[src/irq_arb_consts.svh]
// Register offsets, field positions and reset values of the interrupt arbiter
`ifndef IRQ_ARB_CONSTS_SVH
`define IRQ_ARB_CONSTS_SVH

// ==========================================================
// Register offsets
`define OFS_ENABLE_MAIN    8'ha8
`define OFS_LEVEL_LOW      8'ha9
`define OFS_LEVEL_HIGH     8'hb9
`define OFS_ENABLE_SECOND  8'hb8
`define OFS_ENABLE_THIRD   8'h9a
`define OFS_ENABLE_FOURTH  8'hd1
`define OFS_TIMER2_FLAGS   8'hc0
`define OFS_ANALOG_FLAGS   8'hbf
`define OFS_PENDING_LO     8'he0
`define OFS_PENDING_HI     8'he1
`define OFS_SERVICE_STATE  8'he2

// ==========================================================
// Writable bit masks and reset values
`define MASK_ENABLE_MAIN   8'hbf
`define MASK_LEVEL         8'h3f
`define MASK_ENABLE_SECOND 8'hbf
`define MASK_ENABLE_THIRD  8'h3e
`define MASK_ENABLE_FOURTH 8'hc0
`define MASK_TIMER2_FLAGS  8'hfc
`define MASK_ANALOG_FLAGS  8'h1f
`define RESET_BYTE         8'h00
`define GLOBAL_ENABLE_BIT  7

// ==========================================================
// Source count, group count and level count
`define NUM_SOURCES        19
`define NUM_GROUPS         6
`define NUM_LEVELS         4
`define NO_SOURCE          5'h1f

`endif

[src/irq_arb_pkg.sv]
// Types shared by the interrupt arbiter files
package irq_arb_pkg;

  // ==========================================================
  // Register port carrier
  typedef struct packed
  {
    logic [7:0] addr;   // Register offset
    logic [7:0] wdata;  // Write data
    logic       wr;     // Write strobe
    logic       rd;     // Read strobe
  } reg_req_t;

  // Vector request towards the core
  typedef struct packed
  {
    logic       valid;  // Request held for the core
    logic [4:0] src;    // Source index in natural order
    logic [1:0] level;  // Level of that source
  } vec_req_t;

  // Offer tracker states
  typedef enum logic [1:0] {ST_IDLE, ST_OFFER} offer_state_t;

endpackage

[src/irq_pick.sv]
// Three-step priority pick over all enabled pending sources
`timescale 1ns/1ps
`include "irq_arb_consts.svh"

module irq_pick
(
  input  wire logic [18:0] pend_i,   // Pending and enabled, natural order
  input  wire logic [5:0]  lvl_lo_i, // Level low bits per group
  input  wire logic [5:0]  lvl_hi_i, // Level high bits per group
  output logic             hit_o,    // Some source is picked
  output logic [4:0]       src_o,    // Picked source index
  output logic [1:0]       lvl_o     // Picked source level
);

  // ==========================================================
  // Group of each source
  function automatic logic [2:0] group_of(input logic [4:0] s);
    group_of = (s == 5'h12) ? 3'h5 : 3'(s / 5'h03); // RULE_08
  endfunction

  // Scan by level, high first; lowest index wins inside a level
  always_comb
  begin
    logic [2:0] g;
    g     = 3'h0;
    hit_o = 1'b0;
    src_o = `NO_SOURCE;
    lvl_o = 2'h0;
    for (int l = `NUM_LEVELS - 1; l >= 0; l--)
    begin
      for (int s = 0; s < `NUM_SOURCES; s++)
      begin
        g = group_of(5'(s));
        // Group order equals source order, so one scan covers steps two and three
        if (!hit_o && pend_i[s] && {lvl_hi_i[g], lvl_lo_i[g]} == 2'(l)) // RULE_09 RULE_05
        begin
          hit_o = 1'b1;
          src_o = 5'(s);
          lvl_o = 2'(l);
        end
      end
    end
  end

endmodule

[src/irq_stack.sv]
// Per-level in-service stack, one bit for each level
`timescale 1ns/1ps
`include "irq_arb_consts.svh"

module irq_stack
(
  input  wire logic       clk_i,   // System clock
  input  wire logic       rst_i,   // Asynchronous reset
  input  wire logic       push_i,  // A vector was taken
  input  wire logic [1:0] lvl_i,   // Its level
  input  wire logic       pop_i,   // Return from interrupt
  output logic            busy_o,  // Any routine in service
  output logic [1:0]      top_o,   // Level now running
  output logic [3:0]      bits_o   // Raw in-service bits
);

  logic [3:0] insvc_r; // One bit per level in service

  // Levels only nest upward, so the top is the highest set bit
  always_ff @(posedge clk_i or posedge rst_i)
  begin
    if (rst_i)
      insvc_r <= 4'h0;
    else
    begin
      logic [3:0] v;
      v = insvc_r;
      if (pop_i && busy_o)
        v[top_o] = 1'b0;               // RULE_20 RULE_21
      if (push_i)
        v[lvl_i] = 1'b1;               // RULE_21
      insvc_r <= v;
    end
  end

  // Highest set bit
  always_comb
  begin
    top_o = 2'h0;
    for (int i = 0; i < `NUM_LEVELS; i++)
      if (insvc_r[i])
        top_o = 2'(i);
  end

  assign busy_o = |insvc_r;
  assign bits_o = insvc_r;

endmodule

[src/irq_arbiter.sv]
// Grouped four-level interrupt arbiter with enables, flags and nesting
//
// What this block does
// RULE_01: Equal level together: natural order first
// RULE_02: Equal or lower level never preempts
// RULE_03: Six groups, each one of four levels
// RULE_04: Level code is high bit, low bit
// RULE_05: Equal levels resolve by natural order
// RULE_06: Strictly higher level preempts, nesting service
// RULE_07: Lower level stays pending, never lost
// RULE_08: Fixed membership of sources in groups
// RULE_09: Pick level, then group, then source
// RULE_10: Level registers: bits 5..0, rest zero
// RULE_11: Global enable gates every request
// RULE_12: First enable register bit layout
// RULE_13: Second enable register bit layout
// RULE_14: Third and fourth register layouts
// RULE_15: First flag register bit layout
// RULE_16: Second flag register bit layout
// RULE_17: Flags set on event regardless of enable
// RULE_18: Fixed natural order of nineteen sources
// RULE_19: Some flags hardware cleared, others software
// RULE_20: Return from interrupt ends a routine
// RULE_21: Track nested levels on a stack
`timescale 1ns/1ps
`include "irq_arb_consts.svh"

module irq_arbiter
(
  input  wire logic        CLK_I,        // System clock, 10 MHz
  input  wire logic        RST_I,        // Asynchronous reset, active high
  input  wire logic [7:0]  ADDR_I,       // Register offset
  input  wire logic [7:0]  WDATA_I,      // Write data
  input  wire logic        WR_I,         // Write strobe
  input  wire logic        RD_I,         // Read strobe
  output logic      [7:0]  RDATA_O,      // Read data, cycle after strobe
  input  wire logic [18:0] EVENT_I,      // Source events, natural order
  input  wire logic [18:0] EXT_FLAG_I,   // Flags held inside peripherals
  input  wire logic        T2RL_EVENT_I, // Timer2 reload event
  input  wire logic        ACK_I,        // Core takes the offered vector
  input  wire logic        RETURN_FROM_INTERRUPT_I,       // Core returns from interrupt
  output logic             IRQ_O,        // Vector request to the core
  output logic      [4:0]  VEC_SRC_O,    // Offered source index
  output logic      [1:0]  VEC_LVL_O,    // Offered source level
  output logic      [18:0] HW_CLR_O      // Clear pulse to peripheral flag
);

  // ==========================================================
  // Source indices in natural order
  localparam int S_EXT0 = 0; // RULE_18
  localparam int S_ITEMA = 1;
  localparam int S_I2C = 2;
  localparam int S_TMR0 = 3;
  localparam int S_PWM2 = 4;
  localparam int S_SPI = 5;

  localparam int S_EXT1 = 6;
  localparam int S_PWM3 = 7;
  localparam int S_CMPR0 = 8;
  localparam int S_TMR1 = 9;
  localparam int S_ADC = 10;
  localparam int S_CMPR1 = 11;

  localparam int S_UART = 12;
  localparam int S_CMP0 = 13;
  localparam int S_CMPR2 = 14;
  localparam int S_TMR2 = 15;
  localparam int S_CMP1 = 16;
  localparam int S_EXT2 = 17;
  localparam int S_CMPR3 = 18;

  // Sources whose flags hardware clears on service
  localparam logic [18:0] HW_CLEARED = 19'h64b49; // RULE_19

  // Flags that live in this block's registers
  localparam logic [18:0] LOCAL_FLAGS = 19'h7fd92;

  // ==========================================================
  // Registers
  logic [7:0]  en_main_r;    // Global and first enables
  logic [7:0]  lvl_lo_r;     // Level low bits
  logic [7:0]  lvl_hi_r;     // Level high bits
  logic [7:0]  en_second_r;  // Compare, spi, i2c enables
  logic [7:0]  en_third_r;   // Analog and pwm enables
  logic [7:0]  en_fourth_r;  // item_a and ext2 enables
  logic [18:0] flag_r;       // Locally held request flags
  logic        t2rl_flag_r;  // Timer2 reload flag

  logic [18:0] enable;       // Per-source enable, natural order
  logic [18:0] flags;        // All flags, natural order
  logic [18:0] pend;         // Pending and enabled
  logic [18:0] elig;         // Pending and not already offered

  logic        wr_ok;        // Write strobe seen
  irq_arb_pkg::vec_req_t vec_r; // Offered vector
  irq_arb_pkg::reg_req_t req;
  irq_arb_pkg::offer_state_t st_r;

  logic        pick_hit;     // Arbiter found a source
  logic [4:0]  pick_src;     // Its index
  logic [1:0]  pick_lvl;     // Its level

  logic        busy;         // Routine in service
  logic [1:0]  top_lvl;      // Level running now
  logic [3:0]  insvc;        // In-service bits
  logic        take;         // Core takes vector this cycle

  // Register port as one struct

  assign req = '{addr: ADDR_I, wdata: WDATA_I, wr: WR_I, rd: RD_I};
  assign wr_ok = req.wr;

  // ==========================================================
  // Enable map in natural order
  always_comb
  begin
    enable = '0;
    enable[S_EXT0]  = en_main_r[0];   // RULE_12
    enable[S_TMR0]  = en_main_r[1];
    enable[S_EXT1]  = en_main_r[2];
    enable[S_TMR1]  = en_main_r[3];
    enable[S_UART]  = en_main_r[4];
    enable[S_TMR2]  = en_main_r[5];
    enable[S_I2C]   = en_second_r[0]; // RULE_13
    enable[S_SPI]   = en_second_r[1];
    enable[S_CMPR0] = en_second_r[2];
    enable[S_CMPR1] = en_second_r[3];
    enable[S_CMPR2] = en_second_r[4];
    enable[S_CMPR3] = en_second_r[5];
    enable[S_PWM2]  = en_third_r[1];  // RULE_14
    enable[S_PWM3]  = en_third_r[2];
    enable[S_ADC]   = en_third_r[3];
    enable[S_CMP0]  = en_third_r[4];
    enable[S_CMP1]  = en_third_r[5];
    enable[S_EXT2]  = en_fourth_r[6];
    enable[S_ITEMA] = en_fourth_r[7];
  end

  // Timer2 raises through its own flag or the reload flag
  always_comb
  begin
    flags = (flag_r & LOCAL_FLAGS) | (EXT_FLAG_I & ~LOCAL_FLAGS);
    flags[S_TMR2] = flag_r[S_TMR2] | (t2rl_flag_r & en_second_r[7]);
  end

  // Global enable gates everything
  // Disabled flags stay set; only the request is masked
  assign pend = en_main_r[`GLOBAL_ENABLE_BIT] ? (flags & enable) : '0; // RULE_11 RULE_17

  // The offered source is masked out while the core has not taken it
  // Without this the same source could be offered twice
  always_comb
  begin
    elig = pend;
    if (vec_r.valid)
      elig[vec_r.src] = 1'b0;
  end

  // ==========================================================
  // Arbitration and nesting
  irq_pick u_pick
  (
    .pend_i   (elig),
    .lvl_lo_i (lvl_lo_r[5:0]),
    .lvl_hi_i (lvl_hi_r[5:0]),
    .hit_o    (pick_hit),
    .src_o    (pick_src),
    .lvl_o    (pick_lvl)
  );

  // A stray acknowledge without an offer is ignored
  assign take = vec_r.valid && ACK_I;

  // Pop before push when both fall together
  irq_stack u_stack
  (
    .clk_i  (CLK_I),
    .rst_i  (RST_I),
    .push_i (take),
    .lvl_i  (vec_r.level),
    .pop_i  (RETURN_FROM_INTERRUPT_I),
    .busy_o (busy),
    .top_o  (top_lvl),
    .bits_o (insvc)
  );

  // ==========================================================
  // Offer state: hold one vector until taken or withdrawn
  // Later, higher requests wait for the next decision
  always_ff @(posedge CLK_I or posedge RST_I)
  begin
    if (RST_I)
    begin
      st_r  <= irq_arb_pkg::ST_IDLE;
      vec_r <= '{valid: 1'b0, src: `NO_SOURCE, level: 2'h0};
    end
    else
    begin
      unique case (st_r)
        irq_arb_pkg::ST_IDLE:
        begin
          // Only a strictly higher level breaks in; others wait
          if (pick_hit && !take && (!busy || pick_lvl > top_lvl)) // RULE_02 RULE_06 RULE_07
          begin
            st_r  <= irq_arb_pkg::ST_OFFER;
            vec_r <= '{valid: 1'b1, src: pick_src, level: pick_lvl}; // RULE_01
          end
        end
        irq_arb_pkg::ST_OFFER:
        begin
          // Withdraw if disabled before the core took it
          if (take || !pend[vec_r.src])
          begin
            st_r  <= irq_arb_pkg::ST_IDLE;
            vec_r <= '{valid: 1'b0, src: `NO_SOURCE, level: 2'h0};
          end
        end
      endcase
    end
  end

  // Outputs straight from flops
  assign IRQ_O     = vec_r.valid;
  assign VEC_SRC_O = vec_r.src;
  assign VEC_LVL_O = vec_r.level;

  // ==========================================================
  // Hardware clear pulses for peripheral-held flags
  // Local flags clear in place, with no pulse
  always_ff @(posedge CLK_I or posedge RST_I)
  begin
    if (RST_I)
      HW_CLR_O <= '0;
    else
    begin
      HW_CLR_O <= '0;
      if (take && HW_CLEARED[vec_r.src] && !LOCAL_FLAGS[vec_r.src])
        HW_CLR_O[vec_r.src] <= 1'b1; // RULE_19
    end
  end

  // ==========================================================
  // Control registers; reserved bits never store
  // Unmapped offsets change nothing
  always_ff @(posedge CLK_I or posedge RST_I)
  begin
    if (RST_I)
    begin
      en_main_r   <= `RESET_BYTE;
      lvl_lo_r    <= `RESET_BYTE;
      lvl_hi_r    <= `RESET_BYTE;
      en_second_r <= `RESET_BYTE;
      en_third_r  <= `RESET_BYTE;
      en_fourth_r <= `RESET_BYTE;
    end
    else if (wr_ok)
    begin
      unique case (req.addr)
        `OFS_ENABLE_MAIN:   en_main_r   <= req.wdata & `MASK_ENABLE_MAIN;   // RULE_11 RULE_12
        `OFS_LEVEL_LOW:     lvl_lo_r    <= req.wdata & `MASK_LEVEL;         // RULE_10 RULE_04
        `OFS_LEVEL_HIGH:    lvl_hi_r    <= req.wdata & `MASK_LEVEL;         // RULE_10 RULE_03
        `OFS_ENABLE_SECOND: en_second_r <= req.wdata & `MASK_ENABLE_SECOND; // RULE_13
        `OFS_ENABLE_THIRD:  en_third_r  <= req.wdata & `MASK_ENABLE_THIRD;  // RULE_14
        `OFS_ENABLE_FOURTH: en_fourth_r <= req.wdata & `MASK_ENABLE_FOURTH;
        default: ;
      endcase
    end
  end

  // ==========================================================
  // Local flags: event set beats any clear in the same cycle
  // Clear, then software write, then event set
  always_ff @(posedge CLK_I or posedge RST_I)
  begin
    if (RST_I)
    begin
      flag_r      <= '0;
      t2rl_flag_r <= 1'b0;
    end
    else
    begin
      logic [18:0] f;
      logic        rl;
      f  = flag_r;
      rl = t2rl_flag_r;
      if (take && HW_CLEARED[vec_r.src])
        f[vec_r.src] = 1'b0;                        // RULE_19
      if (wr_ok && req.addr == `OFS_TIMER2_FLAGS)   // RULE_15
      begin
        rl         = req.wdata[7];
        f[S_TMR2]  = req.wdata[6];
        f[S_CMPR3] = req.wdata[5];
        f[S_CMPR2] = req.wdata[4];
        f[S_CMPR1] = req.wdata[3];
        f[S_CMPR0] = req.wdata[2];
      end
      if (wr_ok && req.addr == `OFS_ANALOG_FLAGS)   // RULE_16
      begin
        f[S_CMP1] = req.wdata[4];
        f[S_CMP0] = req.wdata[3];
        f[S_ADC]  = req.wdata[2];
        f[S_PWM3] = req.wdata[1];
        f[S_PWM2] = req.wdata[0];
      end
      if (wr_ok && req.addr == `OFS_ENABLE_FOURTH)
        f[S_ITEMA] = req.wdata[3];                  // RULE_14
      f  = f | (EVENT_I & LOCAL_FLAGS);             // RULE_17
      rl = rl | T2RL_EVENT_I;
      flag_r      <= f;
      t2rl_flag_r <= rl;
    end
  end

  // ==========================================================
  // Read data one cycle after the strobe, zero otherwise
  // Zero between answers keeps a shared bus quiet
  always_ff @(posedge CLK_I or posedge RST_I)
  begin
    if (RST_I)
      RDATA_O <= `RESET_BYTE;
    else if (!req.rd)
      RDATA_O <= `RESET_BYTE;
    else
    begin
      unique case (req.addr)
        `OFS_ENABLE_MAIN:   RDATA_O <= en_main_r;
        `OFS_LEVEL_LOW:     RDATA_O <= lvl_lo_r;   // RULE_10
        `OFS_LEVEL_HIGH:    RDATA_O <= lvl_hi_r;
        `OFS_ENABLE_SECOND: RDATA_O <= en_second_r;
        `OFS_ENABLE_THIRD:  RDATA_O <= en_third_r;
        `OFS_ENABLE_FOURTH: RDATA_O <= {en_fourth_r[7:6], 2'h0, flag_r[S_ITEMA],
                                        flags[S_EXT2], 2'h0};
        `OFS_TIMER2_FLAGS:  RDATA_O <= {t2rl_flag_r, flag_r[S_TMR2], flag_r[S_CMPR3],
                                        flag_r[S_CMPR2], flag_r[S_CMPR1],
                                        flag_r[S_CMPR0], 2'h0};
        `OFS_ANALOG_FLAGS:  RDATA_O <= {3'h0, flag_r[S_CMP1], flag_r[S_CMP0],
                                        flag_r[S_ADC], flag_r[S_PWM3], flag_r[S_PWM2]};
        `OFS_PENDING_LO:    RDATA_O <= pend[7:0];
        `OFS_PENDING_HI:    RDATA_O <= pend[15:8];
        `OFS_SERVICE_STATE: RDATA_O <= {insvc, 1'b0, pend[18:16]};
        default:            RDATA_O <= `RESET_BYTE;
      endcase
    end
  end

endmodule

[config.mk]
export PLATFORM = sky130hd
export DESIGN_NAME = irq_arbiter
export DESIGN_NICKNAME = d
export VERILOG_FILES = /design/src/irq_arb_pkg.sv /design/src/irq_pick.sv /design/src/irq_stack.sv /design/src/irq_arbiter.sv
export VERILOG_INCLUDE_DIRS = /design/src /design/src/src
export SDC_FILE = /design/constraint.sdc
export NUM_CORES = 1
export LEC_CHECK = 0
export ABC_CLOCK_PERIOD_IN_PS = 4200
export BUFFER_PORTS_ARGS = -buffer_cell sky130_fd_sc_hd__buf_4
export CORE_ASPECT_RATIO = 0.5
export CORE_UTILIZATION = 50
export DETAILED_ROUTE_END_ITERATION = 6
export PLACE_DENSITY = 0.75
export SLEW_MARGIN = 20
export SYNTH_ARGS = -nofsm -noshare
export SYNTH_HDL_FRONTEND = slang
export SYNTH_SLANG_ARGS = --single-unit
[constraint.sdc]
create_clock -name CLK_I -period 4.2 [get_ports CLK_I]
set_clock_uncertainty 0.05 [all_clocks]
set_input_delay 0.63 -clock CLK_I [delete_from_list [all_inputs] [get_ports CLK_I]]
set_output_delay 0.63 -clock CLK_I [all_outputs]
set_load 0.02 [all_outputs]
**Word-level counts from Yosys, hierarchy flattened**

Memories as Yosys holds them, arrays and structs flattened.
Cells that the tools add are included.

- Add/subtract/negate cells: 0
- Multiply operators: 0
- Divide/modulo/power cells: 0
- Order comparisons: 7
- Equal/unequal tests: 32
- Shifts and indexed selects: 0
- Multiplexer cells: 266
- Bitwise gates (word level): 12
- Reduce and logical (&&, ||, !) cells: 259

Operators by type and width:

| operator | number |
|---|---|
| $mux 5 | 76 |
| $logic_and 1x1->1 | 163 |
| $mux 2 | 81 |
| $mux 1 | 93 |
| $eq 8x8->1 const B | 11 |
| $pmux 8 s11 | 1 |
| $logic_not 1->1 | 79 |
| $mux 19 | 4 |
| $and 19x19->19 | 3 |
| $eq 2x2->1 const B | 12 |
| $mux 8 | 3 |
| $not 19->19 | 1 |
| $or 19x10->19 | 1 |
| $or 19x19->19 | 1 |
| $pmux 8 s2 | 1 |
| $eq 2x1->1 const B | 7 |
| $logic_not 2->1 | 7 |
| $reduce_and 2->1 | 7 |
| $mux 4 | 2 |
| $lt 2x3->1 const B | 2 |
| $lt 5x6->1 const B | 1 |
| $bmux 1 s5 | 1 |
| $demux 1 s5 | 1 |
| $ge 5x1->1 const B | 1 |
| 12 further kinds | 17 |

- Flip-flop bits (word level): 94
- Bits in latches: 0
- Memory bits (writable): 0
- Memory bits (read-only): 64
- Output and inout port bits: 35
- Logic and storage cells: 593
- Memories: 2

Memory list:

| name | words | width | read ports | clocked after memory_dff | wr ports | line | text |
|---|---|---|---|---|---|---|---|
| (no name shown) | 32 | 1 | 1 | 0 | 0 | irq_arbiter.sv:286 | `if (take && HW_CLEARED[vec_r.src])` |
| (no name shown) | 32 | 1 | 1 | 0 | 0 | irq_arbiter.sv:237 | `if (take && HW_CLEARED[vec_r.src] && !LOCAL_FLAGS[vec_r.src])` |

**Longest topological paths before layout**

- Word-level depth: 314
- Depth in mapped cells: 20
- Mapped depth without buffers: 19

**Modules after synthesis**

A second synthesis with hierarchy kept.

- Cell total of the unflattened synthesis: 730
- Area total of the unflattened synthesis: 6304.8 um^2

Modules (own cells, without submodules):

| module | instances | cells an instance | area each (um^2) |
|---|---|---|---|
| irq_arbiter | 1 | 453 | 4553.1 |
| irq_pick | 1 | 256 | 1551.5 |
| irq_stack | 1 | 21 | 200.2 |

**Least setup slack after synthesis**

OpenSTA, ideal clock, no wires.

- Kind: register to register
- Start: register vec_r (netlist bit VEC_SRC_O[0])
- End: register vec_r (netlist bit VEC_SRC_O[1])
- Arrival: 4.054 ns
- Data required time: 4.088 ns
- Slack: 0.033 ns
- Cell stages (with the launch flop): 19
- Cell sequence: dfstp_2 clkbuf_1 inv_1 ha_1 nand3b_1 o21ai_2 a21oi_1 nor4_4 nand4_1 nor4_1 a221oi_1 ha_1 a21oi_1 a21oi_1 nor2_1 o31a_1 or2_0 buf_2 o221a_1

- Longest elaborated chain between the ends: 314
- Elaborated cells between the ends (all ways): 475
- Those cells by class: order compare: 3; eq/ne: 2; mux: 235; bitwise: 2; reduce/logical: 233

RTL lines:

| item | line | text |
|---|---|---|
| start: declaration | irq_arbiter.sv:95 | `irq_arb_pkg::vec_req_t vec_r;` |
| start signal: assignment | irq_arbiter.sv:195 | `` vec_r <= '{valid: 1'b0, src: `NO_SOURCE, level: 2'h0}; `` |
| start signal: assignment | irq_arbiter.sv:206 | `vec_r <= '{valid: 1'b1, src: pick_src, level: pick_lvl};` |
| start signal: assignment | irq_arbiter.sv:215 | `` vec_r <= '{valid: 1'b0, src: `NO_SOURCE, level: 2'h0}; `` |
| $lt 5x6->1 (implied by the code) or $ge 5x1->1 (tied branches) | irq_arbiter.sv:156 | `elig[vec_r.src] = 1'b0;` |
| $logic_and 1x1->1 (implied by the code) | irq_arbiter.sv:156 |  |
| $mux 1 (implied by the code) | irq_arbiter.sv:156 |  |
| $demux 1 s5 | irq_arbiter.sv:156 |  |
| $not 19->19 (no source line) | - |  |
| $and 19x19->19 (no source line) | - |  |
| $mux 19 | irq_arbiter.sv:155 | `if (vec_r.valid)` |
| $logic_and 1x1->1 | irq_pick.sv:35 | `if (!hit_o && pend_i[s] && {lvl_hi_i[g], lvl_lo_i[g]} == 2'(l))` |
| [... 297 more ...] | - |  |
| $logic_not 1->1 | irq_pick.sv:35 |  |
| $logic_and 1x1->1 (2 in a row) | irq_pick.sv:35 |  |
| $mux 2 | irq_pick.sv:35 |  |
| $gt 2x2->1 | irq_arbiter.sv:203 | `if (pick_hit && !take && (!busy \|\| pick_lvl > top_lvl))` |
| $logic_or 1x1->1 | irq_arbiter.sv:203 |  |
| $logic_and 1x1->1 | irq_arbiter.sv:203 |  |
| $ne 2x2->1 (no source line) | - |  |
| $reduce_and 2->1 (no source line) | - |  |

Several ways; a longest one is shown, not always the timed one. The select of a mux whose other input is x is not followed.
A chain may end at the register's enable or synchronous reset.

**Final worst setup path**

- Start: register vec_r (netlist bit VEC_SRC_O[1])
- End: register vec_r (netlist bit VEC_SRC_O[2])

The elaborated chain is that of the path after synthesis.

==> flow_metrics.tcl <==
set metrics [dict create \
    grt_pass1_vias 6623 \
    ioPinCount 96 \
    drive_above_1_share 0.351 \
    synth_ff_type "dfrtp_1" \
    clk_pin_slew_worst_paths_ps 60 \
    synth_top_area_cell "dfrtp_1" \
    cts.sinks 86 \
    row_count 28 \
    synth_edf_count 0 \
    drv_cap 0 \
    dieHeight_um 80.2 \
    drc 0 \
    cts_buffers 9 \
    powerDensity_mw_per_mm2 234 \
    p_leak_nw 3.61 \
    grt-ovfl-total 0 \
    portBuffers 76 \
    antenna_found_initial 0 \
    root_buffer "clkbuf_16" \
    async_flop_share 1.00 \
    wl_per_cell_um 23.1 \
    slew_violations 0 \
    rrSetupSlack_ps 3 \
    vias 7087 \
    crit_type "reg2reg" \
    cp.required_ps 4430 \
    r2r_cells 20 \
    utilization 0.698 \
    synth_top_area_frac 0.332 \
    reg2reg_from "VEC_SRC_O[1]" \
    r2r_end "VEC_SRC_O[2]" \
    rsz0062_at_grt "true" \
    worst_slack_ps 2.61 \
    syn_avg_cell_area_sq_um 8.74 \
    holdCritPathClass "in2async" \
    endpoint_kind "flop" \
    final_cells 1067 \
    fin_crit_sh 0.999 \
    ant_nets 0 \
    crit_path_max_fanout 5 \
    relSlewSlack 0.433 \
    grt_max_degree 54 \
    fmax_mhz 238 \
    grt_pass1_wl_mm 37.2 \
    yosys.cell_count.top_type "dfrtp_1" \
    ys_seq_area_frac 0.353 \
    cp-start-kind "flop" \
    drt_iter0_drc 917 \
    core_sq_mm 0.0118 \
    worst_slew_pin_slew_ps 843 \
    dieArea_sq_mm 0.0127 \
    syn_area_sq_mm 0.00611 \
    dp.cells 1041 \
    ir_drop_mv 0.299 \
    synthTopCellsByCount "81 x dfrtp_1, 65 x nand2_1, 49 x nor2_1, 37 x a21oi_1, 37 x o21ai_0" \
    n_antenna_cell 0 \
    area_growth_pct 35.3 \
    viasPerCell 6.64 \
    cts_tree "done" \
    die_w_um 158 \
    place_ws_ps 1.13 \
    layout.nets 965 \
    arrival_ps 4420 \
    synth_seq_cells 86 \
    clk_latency_ps 350 \
    hpwlAfterDp_mm 18.9 \
    wirelength_mm 24.6 \
    place_congestion 1.06 \
    cts_buffer_depth 2 \
    postCtsHoldBufs 0 \
    fin_tns_setup_ps 0 \
    initial_core_util 0.516 \
    status "finished clean" \
    netlist_top_cells_area "dfrtp_1 33%, mux2_2 6.1%, nand2_1 4.0%" \
    yosysUniqueCellTypes 84 \
    htree_levels 3 \
    grt.total_usage 0.397 \
    first_pass_iters 6 \
    finalCriticalPeriod_ps 4200 \
    syn_inst 699 \
    yosys_warnings 0 \
    hold_viol_final 0 \
    setup_viol 0 \
]
worst max-delay path by stage:
stage / startpoint / end
2_1_floorplan: VEC_SRC_O[0] / VEC_SRC_O[1]
3_3_place_gp: VEC_SRC_O[0] / VEC_SRC_O[0]
3_5_place_dp: VEC_SRC_O[2] / VEC_SRC_O[0]
4_1_cts: VEC_SRC_O[0] / VEC_SRC_O[2]
5_1_grt: VEC_SRC_O[1] / VEC_SRC_O[2]
6_report: VEC_SRC_O[1] / VEC_SRC_O[2]
flip-flops by register name, indices dropped and copies added, names as in the netlist:
register / count
HW_CLR_O: 19
flag_r: 13
RDATA_O: 8
en_main_r: 7
en_second_r: 7
lvl_hi_r: 6
lvl_lo_r: 6
VEC_SRC_O: 5
en_third_r: 5
u_stack.bits_o: 4
VEC_LVL_O: 2
en_fourth_r: 2
IRQ_O: 1
t2rl_flag_r: 1
worst max-delay path, cell delays in order (launching register included):
cell      delay [ps]
dfstp_2          630
ha_4             160
nand3b_1         160
buf_4            190
o21bai_4         180
a31oi_4          140
nor4_4           370
nand4_1          250
buf_4            220
nor3_4           230
buf_6            140
inv_4             40
ha_4             220
a21oi_2          160
a21oi_2           50
a21oi_1          120
nor2_1            80
o31a_1           140
or2_1            250
buf_6            140
o22a_1           190
metrics by stage:
step                      power, mW  instance area [sq um]  hold slack, ps
after floorplan                1.01                   6140             437
after global placement         1.13                   7710             457
after detailed placement       1.13                   7710             466
after CTS                      1.92                   8020             293
after global routing           1.99                   8260             333
final                          1.94                   8260             275
metal layers:
layer  vias to the layer above  wire length [um]  global-route usage
li1                       3107                 -                   -
met1                      3393             10300               0.564
met2                       521             10200               0.562
met3                        66              3470               0.132
met4                         0               641               0.125
met5                         -                 0                   0
cells in the final DEF, fill, tap and decap left out, drive strengths merged, types with 5 or more instances in the layout:
cell	count
and2	14
nor2b	13
buf	211
a222oi	6
o32ai	6
or2	7
a31oi	22
inv	13
a211oi	12
nor4	14
and3	12
nor2	49
nand3b	7
nand2	65
nand3	33
ha	6
nand4	10
a21o	8
or3	5
o22ai	6
a211o	5
a221oi	8
a21oi	39
o31ai	5
o21ai	49
nand2b	22
a22oi	18
and4	5
dfrtp	81
conb	9
dfstp	5
clkbuf	10
nor3	16
o211ai	6
mux2	33
repair_timing:
| action | in CTS | in global routing |
|---|---|---|
| endpoints found under the setup margin | 2 | 8 |
| pin swaps | 1 | 19 |
| gates resized for setup | 2 | 38 |
| setup buffers | 2 | 10 |
final cells by class:
cell class / count / area [sq um]
tap: 165 / 206
multi-input combinational: 577 / 3950
timing repair buffer: 211 / 1600
clock inverter: 5 / 60.1
fill: 992 / 3580
inverter: 13 / 52.6
sequential: 86 / 2160
clock buffer: 10 / 229
cells by family (layout without fill, tap and decap cells):
kind of cell    after synthesis  count (layout)  share of synthesized area
compound gates              239             239                      0.279
fa+ha+maj                     6               6                     0.0123
flops                        86              86                      0.353
mux                          35              35                     0.0682
other cells                   1               9                   0.000614
simple gates                288             288                      0.255
buf+inv                      44             239                     0.0320
report_power, final:
group	internal, mW	leakage, nW	switching, mW
clock network	0.460	0.139	0.338
logic	0.111	2.39	0.144
registers	0.853	1.08	0.0323
No activity file was read; power rests on OpenSTA's default activity.
